[src/shared/rtc_pkg.sv]
/*
 * constants for the timer and alarm unit: register offsets, field positions,
 * reset values and timing figures.
 * assumes an 8-bit register port and a 40 MHz system clock.
 */
package rtc_pkg;

   // register offsets
   localparam logic [7:0] HOLD_BASE  = 8'h00;
   localparam logic [7:0] CTRL_ADDR  = 8'h04;
   localparam logic [7:0] CFG_ADDR   = 8'h07;
   localparam logic [7:0] ALARM_BASE = 8'h08;
   localparam logic [7:0] ALARM_SPAN = 8'h0c;
   localparam logic [7:0] ROUTE_ADDR = 8'h14;

   // control register fields
   localparam int CTRL_OSC_EN   = 7;
   localparam int CTRL_MCD_EN   = 6;
   localparam int CTRL_OSC_FAIL = 5;
   localparam int CTRL_RUN      = 4;
   localparam int CTRL_RSVD     = 3;
   localparam int CTRL_FAST     = 2;
   localparam int CTRL_LOAD     = 1;
   localparam int CTRL_SNAP     = 0;

   // configuration register fields
   localparam int CFG_FLAG_LSB  = 4;
   localparam int CFG_AUTO_CLR  = 3;
   localparam int CFG_EN_LSB    = 0;

   // alarm routing register fields
   localparam int ROUTE_IRQ     = 0;
   localparam int ROUTE_WAKE    = 1;
   localparam int ROUTE_RESET   = 2;

   localparam logic [7:0]  REG_RESET  = 8'h00;
   localparam logic [31:0] WORD_RESET = 32'h0000_0000;
   localparam logic [31:0] TIMER_STEP = 32'h0000_0001;

   // missing-clock timeout
   localparam int CLK_MHZ     = 40;
   localparam int MCD_TIME_US = 100;
   localparam int MCD_CYCLES  = MCD_TIME_US * CLK_MHZ;

endpackage

[src/hw/rtc_timer_alarm.sv]
/*
 * 32-bit oscillator-driven timer with three equality alarms, set and
 * snapshot transfers through a holding register, auto clear on alarm 0
 * and a missing-clock detector.
 * assumes the oscillator arrives as a slow pin (rtc_osc) sampled on mclk,
 * and a plain register port with read data one cycle after the strobe.
 */
// Design decision made here: the address-and-strobe port.
`timescale 1ns/100ps

// Behaviour
// run bit: count every oscillator cycle, else hold
// alarms routable to interrupt, wake, reset
// auto clear zeroes timer after alarm 0 drops
// software programs alarm 0 two/four below
// transfers work while timer is running
// load request copies holding into timer
// snapshot request copies timer into holding
// fast mode transfers on system clock
// slow mode needs running, within two cycles
// alarm on exact equality only
// software disables alarms before changing match
// clearing alarm enable clears its flag
// unchanged match refires only after wrap
// only alarm 0 triggers auto clear
// timer wraps to zero and keeps counting
// control bit 7 enables oscillator
// control bit 6 enables missing-clock detector
// timeout sets fail flag, software clears
// run, fast, load, snapshot bit positions
// reserved bit 3 reads zero
// timeout after level held over 100 us
// auto clear has own configuration bit
// flags set by hardware, cleared writing 0
// requests cross safely, none lost or doubled
module rtc_timer_alarm #(
   parameter int TW      = 32,
   parameter int NALARM  = 3,
   parameter int MCD_LIM = rtc_pkg::MCD_CYCLES
) (
   input  wire logic       mclk,
   input  wire logic       rst_n,
   input  wire logic       rtc_osc,
   input  wire logic [7:0] addr,
   input  wire logic [7:0] wdata,
   input  wire logic       wr,
   input  wire logic       rd,
   output logic      [7:0] rdata,
   output logic            osc_enable_bit,
   output logic            missing_clk_detector_enable,
   output logic            alarm_irq,
   output logic            alarm_wake,
   output logic            alarm_reset
);

   function automatic logic [7:0] get_byte(input logic [TW-1:0] w, input logic [1:0] i);
      get_byte = w[{i, 3'b000} +: 8];
   endfunction

   function automatic logic [TW-1:0] put_byte(input logic [TW-1:0] w, input logic [1:0] i,
                                              input logic [7:0] b);
      logic [TW-1:0] r;
      r = w;
      r[{i, 3'b000} +: 8] = b;
      put_byte = r;
   endfunction

   ////////////////////////////////////////////////////////////////////////
   // reset release and oscillator sampling

   logic             rst_meta_n;
   logic             rst_sync_n;
   logic             osc_meta;
   logic             osc_sync;
   logic             osc_prev;
   logic             tick;
   logic             osc_edge;

   always_ff @(posedge mclk or negedge rst_n) begin
      if (!rst_n) begin
         rst_meta_n <= 1'b0;
         rst_sync_n <= 1'b0;
      end else begin
         rst_meta_n <= 1'b1;
         rst_sync_n <= rst_meta_n;
      end
   end

   // single clock domain: the oscillator is a sampled level, so every
   // request is served on mclk and cannot be lost or doubled
   always_ff @(posedge mclk or negedge rst_sync_n) begin
      if (!rst_sync_n) begin
         osc_meta <= 1'b0;
         osc_sync <= 1'b0;
         osc_prev <= 1'b0;
      end else begin
         osc_meta <= rtc_osc;
         osc_sync <= osc_meta;
         osc_prev <= osc_sync;
      end
   end

   assign tick     = osc_sync & ~osc_prev & osc_enable_bit;
   assign osc_edge = osc_sync ^ osc_prev;

   ////////////////////////////////////////////////////////////////////////
   // register decode

   logic [7:0]       al_off;
   logic             hold_sel;
   logic             al_sel;
   logic [1:0]       al_idx;
   logic             ctrl_wr;
   logic             cfg_wr;
   logic             route_wr;

   assign al_off   = addr - rtc_pkg::ALARM_BASE;
   assign al_idx   = al_off[3:2];
   assign hold_sel = addr[7:2] == rtc_pkg::HOLD_BASE[7:2];
   assign al_sel   = (addr >= rtc_pkg::ALARM_BASE) && (al_off < rtc_pkg::ALARM_SPAN);
   assign ctrl_wr  = wr && addr == rtc_pkg::CTRL_ADDR;
   assign cfg_wr   = wr && addr == rtc_pkg::CFG_ADDR;
   assign route_wr = wr && addr == rtc_pkg::ROUTE_ADDR;

   ////////////////////////////////////////////////////////////////////////
   // control register

   logic             timer_run_control;
   logic             fast_transfer_mode;
   logic             timer_load_request;
   logic             timer_snapshot_request;
   logic             osc_fail_flag;
   logic             load_do;
   logic             snap_do;
   logic             mcd_fire;
   logic             next_load;
   logic             next_snap;
   logic             next_fail;

   // fast mode serves at once; slow mode waits for a running oscillator edge
   assign load_do   = timer_load_request
                      & (fast_transfer_mode | (tick & timer_run_control));
   assign snap_do   = timer_snapshot_request
                      & (fast_transfer_mode | (tick & timer_run_control));
   // set wins over the completion clear
   assign next_load = (ctrl_wr & wdata[rtc_pkg::CTRL_LOAD]) | (timer_load_request & ~load_do);
   assign next_snap = (ctrl_wr & wdata[rtc_pkg::CTRL_SNAP])
                      | (timer_snapshot_request & ~snap_do);
   // writing 1 cannot set the fail flag; a timeout in the clearing cycle wins
   assign next_fail = mcd_fire
                      | (osc_fail_flag & ~(ctrl_wr & ~wdata[rtc_pkg::CTRL_OSC_FAIL]));

   always_ff @(posedge mclk or negedge rst_sync_n) begin
      if (!rst_sync_n) begin
         osc_enable_bit              <= 1'b0;
         missing_clk_detector_enable <= 1'b0;
         timer_run_control           <= 1'b0;
         fast_transfer_mode          <= 1'b0;
      end else if (ctrl_wr) begin
         osc_enable_bit              <= wdata[rtc_pkg::CTRL_OSC_EN];
         missing_clk_detector_enable <= wdata[rtc_pkg::CTRL_MCD_EN];
         timer_run_control           <= wdata[rtc_pkg::CTRL_RUN];
         fast_transfer_mode          <= wdata[rtc_pkg::CTRL_FAST];
      end
   end

   always_ff @(posedge mclk or negedge rst_sync_n) begin
      if (!rst_sync_n) begin
         timer_load_request     <= 1'b0;
         timer_snapshot_request <= 1'b0;
         osc_fail_flag          <= 1'b0;
      end else begin
         timer_load_request     <= next_load;
         timer_snapshot_request <= next_snap;
         osc_fail_flag          <= next_fail;
      end
   end

   ////////////////////////////////////////////////////////////////////////
   // missing-clock detector: counts mclk cycles without an oscillator edge

   // counter sized from the limit so a longer timeout cannot wrap it
   localparam int MCD_W = $clog2(MCD_LIM + 1);

   logic [MCD_W-1:0] mcd_cnt;
   logic             mcd_active;

   assign mcd_active = missing_clk_detector_enable & osc_enable_bit;
   // fires once per stall; the count saturates until the next edge
   assign mcd_fire   = mcd_active & ~osc_edge && mcd_cnt == MCD_W'(MCD_LIM - 1);

   always_ff @(posedge mclk or negedge rst_sync_n) begin
      if (!rst_sync_n) begin
         mcd_cnt <= '0;
      end else if (!mcd_active || osc_edge) begin
         mcd_cnt <= '0;
      end else if (mcd_cnt != MCD_W'(MCD_LIM)) begin
         mcd_cnt <= mcd_cnt + MCD_W'(1);
      end
   end

   ////////////////////////////////////////////////////////////////////////
   // timer, holding register, alarm match

   logic [TW-1:0]    timer;
   logic [TW-1:0]    transfer_holding_regs;
   logic [TW-1:0]    alarm_match_regs [NALARM];
   logic [NALARM-1:0] alarm_event_enable;
   logic [NALARM-1:0] alarm_event_flag;
   logic [NALARM-1:0] eq;
   logic [NALARM-1:0] eq_prev;
   logic [NALARM-1:0] ev;
   logic [NALARM-1:0] flag_clr;
   logic             auto_clear_enable;
   logic             clr_pend;
   logic             step;
   logic [2:0]       route;

   assign step = tick & timer_run_control;

   always_comb begin
      for (int i = 0; i < NALARM; i++) begin
         eq[i]       = timer == alarm_match_regs[i];
         // only the entry into equality counts, so re-enabling on a held
         // match waits for the wrap
         ev[i]       = alarm_event_enable[i] & eq[i] & ~eq_prev[i];
         flag_clr[i] = cfg_wr & (~wdata[rtc_pkg::CFG_FLAG_LSB + i]
                                 | ~wdata[rtc_pkg::CFG_EN_LSB + i]);
      end
   end

   always_ff @(posedge mclk or negedge rst_sync_n) begin
      if (!rst_sync_n) begin
         timer <= rtc_pkg::WORD_RESET;
      end else if (load_do) begin
         timer <= transfer_holding_regs;
      end else if (step && clr_pend) begin
         timer <= rtc_pkg::WORD_RESET;
      end else if (step) begin
         timer <= timer + rtc_pkg::TIMER_STEP;
      end
   end

   // armed while alarm 0 matches, applied on the following oscillator cycle
   always_ff @(posedge mclk or negedge rst_sync_n) begin
      if (!rst_sync_n) begin
         clr_pend <= 1'b0;
      end else if (load_do) begin
         clr_pend <= 1'b0;
      end else if (step) begin
         clr_pend <= auto_clear_enable & alarm_event_enable[0] & eq[0];
      end
   end

   always_ff @(posedge mclk or negedge rst_sync_n) begin
      if (!rst_sync_n) begin
         transfer_holding_regs <= rtc_pkg::WORD_RESET;
      end else if (snap_do) begin
         transfer_holding_regs <= timer;
      end else if (wr && hold_sel) begin
         transfer_holding_regs <= put_byte(transfer_holding_regs, addr[1:0], wdata);
      end
   end

   always_ff @(posedge mclk or negedge rst_sync_n) begin
      if (!rst_sync_n) begin
         for (int i = 0; i < NALARM; i++) alarm_match_regs[i] <= rtc_pkg::WORD_RESET;
      end else if (wr && al_sel) begin
         alarm_match_regs[al_idx] <= put_byte(alarm_match_regs[al_idx], al_off[1:0], wdata);
      end
   end

   always_ff @(posedge mclk or negedge rst_sync_n) begin
      if (!rst_sync_n) begin
         alarm_event_enable <= '0;
         auto_clear_enable  <= 1'b0;
         route              <= '0;
      end else begin
         if (cfg_wr) begin
            alarm_event_enable <= wdata[rtc_pkg::CFG_EN_LSB +: NALARM];
            auto_clear_enable  <= wdata[rtc_pkg::CFG_AUTO_CLR];
         end
         if (route_wr) begin
            route <= wdata[2:0];
         end
      end
   end

   always_ff @(posedge mclk or negedge rst_sync_n) begin
      if (!rst_sync_n) begin
         eq_prev          <= '0;
         alarm_event_flag <= '0;
      end else begin
         eq_prev          <= eq;
         // an event in the disabling cycle shows for one cycle, then drops
         alarm_event_flag <= ev | (alarm_event_flag & ~flag_clr & alarm_event_enable);
      end
   end

   ////////////////////////////////////////////////////////////////////////
   // alarm routing and read port

   logic [7:0]       ctrl_rd;
   logic [7:0]       cfg_rd;
   logic [7:0]       rd_mux;

   assign ctrl_rd = {osc_enable_bit, missing_clk_detector_enable, osc_fail_flag,
                     timer_run_control, 1'b0, fast_transfer_mode, timer_load_request,
                     timer_snapshot_request};
   assign cfg_rd  = {1'b0, alarm_event_flag, auto_clear_enable, alarm_event_enable};

   assign rd_mux = hold_sel                          ? get_byte(transfer_holding_regs, addr[1:0])
                 : al_sel                            ? get_byte(alarm_match_regs[al_idx],
                                                                al_off[1:0])
                 : (addr == rtc_pkg::CTRL_ADDR)      ? ctrl_rd
                 : (addr == rtc_pkg::CFG_ADDR)       ? cfg_rd
                 : (addr == rtc_pkg::ROUTE_ADDR)     ? {5'h00, route}
                 : rtc_pkg::REG_RESET;

   always_ff @(posedge mclk or negedge rst_sync_n) begin
      if (!rst_sync_n) begin
         rdata       <= rtc_pkg::REG_RESET;
         alarm_irq   <= 1'b0;
         alarm_wake  <= 1'b0;
         alarm_reset <= 1'b0;
      end else begin
         rdata       <= rd ? rd_mux : rtc_pkg::REG_RESET;
         alarm_irq   <= (|alarm_event_flag) & route[rtc_pkg::ROUTE_IRQ];
         alarm_wake  <= (|alarm_event_flag) & route[rtc_pkg::ROUTE_WAKE];
         alarm_reset <= (|alarm_event_flag) & route[rtc_pkg::ROUTE_RESET];
      end
   end
endmodule

[config.mk]
export PLATFORM = sky130hd
export DESIGN_NAME = rtc_timer_alarm
export DESIGN_NICKNAME = d
export VERILOG_FILES = /design/src/shared/rtc_pkg.sv /design/src/hw/rtc_timer_alarm.sv
export SDC_FILE = /design/constraint.sdc
export NUM_CORES = 1
export LEC_CHECK = 0
export BUFFER_PORTS_ARGS = -buffer_cell sky130_fd_sc_hd__buf_2
export CORE_ASPECT_RATIO = 0.6
export CORE_MARGIN = 2
export CORE_UTILIZATION = 45
export DETAILED_ROUTE_END_ITERATION = 6
export GPL_ROUTABILITY_DRIVEN = 1
export PLACE_DENSITY = 0.62
export SLEW_MARGIN = 20
export SYNTH_ARGS = -nofsm -noshare
export SYNTH_HDL_FRONTEND = slang
export SYNTH_SLANG_ARGS = --single-unit
[constraint.sdc]
create_clock -name mclk -period 6.7 [get_ports mclk]
set_input_delay 0.67 -clock mclk [delete_from_list [all_inputs] [get_ports mclk]]
set_output_delay 0.67 -clock mclk [all_outputs]
set_load 0.02 [all_outputs]
==> results <==
- The run finished with clean final reports.
- The arithmetic-cell share of the synthesized area counting full adders, half adders and majority gates is ~1.1%.
- The starting density of the core is roughly 46%.
- The compound-gate portion of the synthesized area is about an eighth.
- The first detailed-routing pass ran for 5 iterations.
- The share of flip-flops with an asynchronous set or reset after synthesis is 100%.
- The number of nets still failing antenna checks after routing is 0.
- The kind of start point of the critical path is an input pin.
- Setup repair after global routing left no endpoint under its margin.
- Of the post-synthesis cell area, the part taken by muxes is between 10% and 20%.
- The number of antenna violations at the first check in global routing is 1.
- The first global-routing pass estimated roughly 57 mm of wire.
- At the worst endpoint, the required time is 7.10 ns.
- The die is 130 um tall.
- The DRC violation count after routing is 0.
- The most used flip-flop cell after synthesis is sky130_fd_sc_hd__dfrtp_1.
- STA classifies the critical path endpoint as a flop.
- 0 antenna diodes ended up in the layout.
- TritonCTS built the clock tree.
- The count of endpoints failing setup in the final report is 0.
- Entering global routing, the biggest net connects 75 pins.
- The fmax is approximately 290 MHz.
- The number of global-route vias before repair is roughly 8500.
- The number of nets handed over by synthesis was between 1000 and 1500.
- The post-synthesis xor/xnor area fraction is 9.14%.
- Headroom to the max-slew limit came out at 20.6%.
- The die is ~210 um wide.
- Summing all multi-input logic gate instances after layout gives about 6200 um2.
- The worst vdd rail ir drop is 176 uV.
- The via total after detailed routing is 9364.
- The final-layout setup total negative slack is 0 ns.
- The area share of and/or/nand/nor cells after synthesis is between 10% and 20%.
- Data arrives at the worst endpoint at about 3.8 ns.
- The total clock buffers created by CTS is 21.
- The average instance in the mapped netlist occupies between 10 and 15 um2.
- The core region is roughly 26000 um2.
- The global-route congestion overflow total is 0.
- The number of cells upsized or downsized after cts is 0.
- The standby leakage power is about 6.3 nW.
- The design draws about 2.7 mW.
- The transition time at the pin with the least slew margin is approximately 1.2 ns.
- The number of buffers added on ports is 33.
- Counting flops and latches in the post-synthesis netlist gives between 200 and 250.
- Hold timing on the final database bottoms out at a slack of 0.263 ns.
- The cell area after synthesis is 12000 um2.
- Yosys mapped a number of flops with a built-in enable equal to 0.
- The number of unique standard cell types used by synthesis is 60.
- The number of max-slew violations in the final report came to 0.
- The first routing iteration left roughly 1200 violations.
- The worst setup path is of the input pin to flop kind.
- The post-detailed-route via-to-cell ratio is about 6.
- The global-route total usage across every layer is ~28%.
- The maximum fanout along the worst path is 32.
- The total wire length is roughly 39 mm.
- The area of the die is between 20000 and 30000 um2.
- The worst hold path belongs to the class input pin to flop.
- The worst-case clock skew is roughly 0.019 ns.
- The worst reg-to-reg setup slack is 3.88 ns.
- The number of hold violations in the final report was 0.
- The largest total area in the synthesized netlist belongs to sky130_fd_sc_hd__dfrtp_1.
- After detailed routing, the met2 layer carries roughly 14 mm of wire.
- Max-cap violations in this run came to 0.
- In the final routed layout, each cell accounts on average for 25.5 um.
- Sequential cells were found to cover a little over two fifths of the synthesized design area.
- The met3 routed wirelength is 6.16 mm.
- The highest metal layer used by the detailed router is met5.
- The Yosys step of the flow raised 0 warnings.
- The clock drives roughly 210 sinks.
- At the end of routability-driven placement, the weighted congestion stood at ~1.0.
- Sorting the synthesized cells by area gives the leading types as sky130_fd_sc_hd__dfrtp_1 (44%), sky130_fd_sc_hd__xor2_1 (8.0%), sky130_fd_sc_hd__mux2_1 (6.4%).
- The power per cell area is just over 200 nW/um2.
- In this run the number of H-tree levels came out at 1.
- The worst path uses between 50% and 60% of the clock period.
- 34 I/O pins were placed.
- The insertion delay to the later sink of the worst-skew pair is 0.53 ns.
- Of the post-synthesis cell area, the dominant cell type holds a little over two fifths.
- Counting along the longest clock path gives a buffer depth of 3.
- The sequential cell area is 5230 um2.
- The layout has ~2400 filler cells.
- Measured on the finished design, the core utilization comes to between 40% and 50%.
- The initialized floorplan defines 46 standard-cell rows.
- The fraction of final layout cells with drive strength greater than 1 is between 10 and 15%.
- The worst path in the final design needs a cycle of between 3 and 4 ns, including I/O delays and setup.
- At the end of the flow, the number of nets in the layout was between 1000 and 1500.
- The clock transition at the register clock pins on the worst setup and hold paths after CTS is 0.06 ns.
- The cell chosen for the clock root is sky130_fd_sc_hd__clkbuf_16.
- After synthesis, the largest family of logic cells by area is multiplexers.
- The instance count of the mapped netlist is 1190.
- The layout overhead on the synthesized area is 8.10%.
- In the final routing, the length of wire on met1 measures between 15 and 20 mm.
- The placed wire-length estimate is 28.9 mm.
## cell usage after synthesis, types with 3 or more instances
cell                          n
sky130_fd_sc_hd__clkbuf_1    52
sky130_fd_sc_hd__inv_1       12
sky130_fd_sc_hd__buf_6       10
sky130_fd_sc_hd__and4_1       5
sky130_fd_sc_hd__nor2_1      83
sky130_fd_sc_hd__nand2_1    120
sky130_fd_sc_hd__mux2_2      55
sky130_fd_sc_hd__nor2b_1      8
sky130_fd_sc_hd__xor2_1     109
sky130_fd_sc_hd__mux2_1      68
sky130_fd_sc_hd__and4b_1      3
sky130_fd_sc_hd__nor3_1      10
sky130_fd_sc_hd__o2bb2ai_1    6
sky130_fd_sc_hd__nand2b_1     8
sky130_fd_sc_hd__a31oi_1     13
sky130_fd_sc_hd__mux4_2      16
sky130_fd_sc_hd__a21oi_1     67
sky130_fd_sc_hd__mux2i_1     14
sky130_fd_sc_hd__or3_1        8
sky130_fd_sc_hd__nor4_2       3
sky130_fd_sc_hd__nand4_1     18
sky130_fd_sc_hd__or4_1        4
sky130_fd_sc_hd__xnor2_1     16
sky130_fd_sc_hd__ha_1        11
sky130_fd_sc_hd__nand3_1     18
sky130_fd_sc_hd__nor4bb_1     3
sky130_fd_sc_hd__o21ai_1      4
sky130_fd_sc_hd__buf_4        5
sky130_fd_sc_hd__buf_2       30
sky130_fd_sc_hd__o21ai_0    103
sky130_fd_sc_hd__buf_1        5
sky130_fd_sc_hd__a22oi_1     26
sky130_fd_sc_hd__nor4_1      27
sky130_fd_sc_hd__dfrtp_1    209
sky130_fd_sc_hd__a2bb2oi_1    3
sky130_fd_sc_hd__and3_1       8
## worst paths after layout
path	start	end	depth (start not counted)
setup reg to reg	osc_sync$_DFF_PN0_	transfer_holding_regs[2]$_DFFE_PN0P_	6
hold / removal	rtc_osc	osc_meta$_DFF_PN0_	1
setup / recovery	addr[3]	alarm_match_regs[64]$_DFFE_PN0P_	8
max in group asynchronous	rst_sync_n$_DFF_PN0_	alarm_match_regs[44]$_DFFE_PN0P_	1
hold reg to reg	rst_meta_n$_DFF_PN0_	rst_sync_n$_DFF_PN0_	0
min in group asynchronous	rst_sync_n$_DFF_PN0_	alarm_match_regs[28]$_DFFE_PN0P_	0
## where the power goes
part           internal (mW)  total, mW  switching, mW
Sequential              1.28       1.31         0.0342
Combinational         0.0517      0.168          0.116
Clock                  0.660       1.18          0.523
Total                   1.99       2.66          0.674
## metrics by stage
step,instances,cell area (um2),worst slack [ns]
floorplan,1190,12000,0.445
global placement,1500,12300,2.86
detailed placement,1500,12300,2.76
CTS,1537,12900,3.28
global route,1537,12900,3.11
finish,1537,12900,3.27
## kinds of logic after synthesis
family,after synthesis
multiplexers,153
AO/OA/AOI/OAI,239
other,1
adder cells (fa/ha/maj),11
flip-flops,209
XOR/XNOR,125
AND/OR/NAND/NOR,337
buffers and inverters,115
## worst max-delay path: stages
cell	delay, ns
sky130_fd_sc_hd__buf_2	0.10
sky130_fd_sc_hd__inv_1	0.53
sky130_fd_sc_hd__ha_1	0.28
sky130_fd_sc_hd__and3b_1	0.17
sky130_fd_sc_hd__a31oi_2	0.05
sky130_fd_sc_hd__a2111oi_4	0.57
sky130_fd_sc_hd__and4b_2	1.00
sky130_fd_sc_hd__mux2_2	0.42
## metal layers
| metal | up-vias | global-route usage [%] |
|---|---|---|
| li1 | 4148 | - |
| met1 | 4623 | 43.7 |
| met2 | 536 | 32.7 |
| met3 | 55 | 14.4 |
| met4 | 2 | 5.64 |
| met5 | - | 0 |
## sequential cells by signal, summed over array words and instances, names as in the netlist, 3 cells and up
register               cells
alarm_match_regs          96
timer                     32
transfer_holding_regs     32
mcd_cnt                   12
rdata                      8
alarm_event_enable         3
alarm_event_flag           3
eq_prev                    3
route                      3
## what timing repair did
item	in CTS	in global routing
hold buffers	1	0
hold endpoints to repair	2	0
setup buffers	0	0
## layout make-up
class / instances / area share [%]
inverters: 13 / 0.377
flip-flops and latches: 209 / 40.4
multi-input cells: 866 / 48.2
repair buffers: 53 / 2.46
well taps: 360 / 3.48
clock buffers: 30 / 4.63
clock inverters: 6 / 0.445
## placed cells by master (no fill, tap or decap), types with 10 or more instances in the layout
| cell type | netlist | layout |
|---|---|---|
| sky130_fd_sc_hd__ha_1 | 11 | 11 |
| sky130_fd_sc_hd__o21ai_0 | 103 | 103 |
| sky130_fd_sc_hd__mux4_2 | 16 | 16 |
| sky130_fd_sc_hd__mux2_2 | 55 | 55 |
| sky130_fd_sc_hd__xor2_1 | 109 | 109 |
| sky130_fd_sc_hd__inv_1 | 12 | 12 |
| sky130_fd_sc_hd__a31oi_1 | 13 | 12 |
| sky130_fd_sc_hd__nand4_1 | 18 | 18 |
| sky130_fd_sc_hd__buf_4 | 5 | 19 |
| sky130_fd_sc_hd__a21oi_1 | 67 | 67 |
| sky130_fd_sc_hd__clkbuf_16 | 0 | 21 |
| sky130_fd_sc_hd__nor2_1 | 83 | 82 |
| sky130_fd_sc_hd__mux2i_1 | 14 | 14 |
| sky130_fd_sc_hd__nand3_1 | 18 | 18 |
| sky130_fd_sc_hd__xnor2_1 | 16 | 16 |
| sky130_fd_sc_hd__nor3_1 | 10 | 10 |
| sky130_fd_sc_hd__dfrtp_1 | 209 | 208 |
| sky130_fd_sc_hd__nor4_1 | 27 | 26 |
| sky130_fd_sc_hd__nand2_1 | 120 | 120 |
| sky130_fd_sc_hd__a22oi_1 | 26 | 26 |
| sky130_fd_sc_hd__buf_2 | 30 | 33 |
| sky130_fd_sc_hd__mux2_1 | 68 | 68 |
Note: power is estimated with default switching activity, not from simulation.
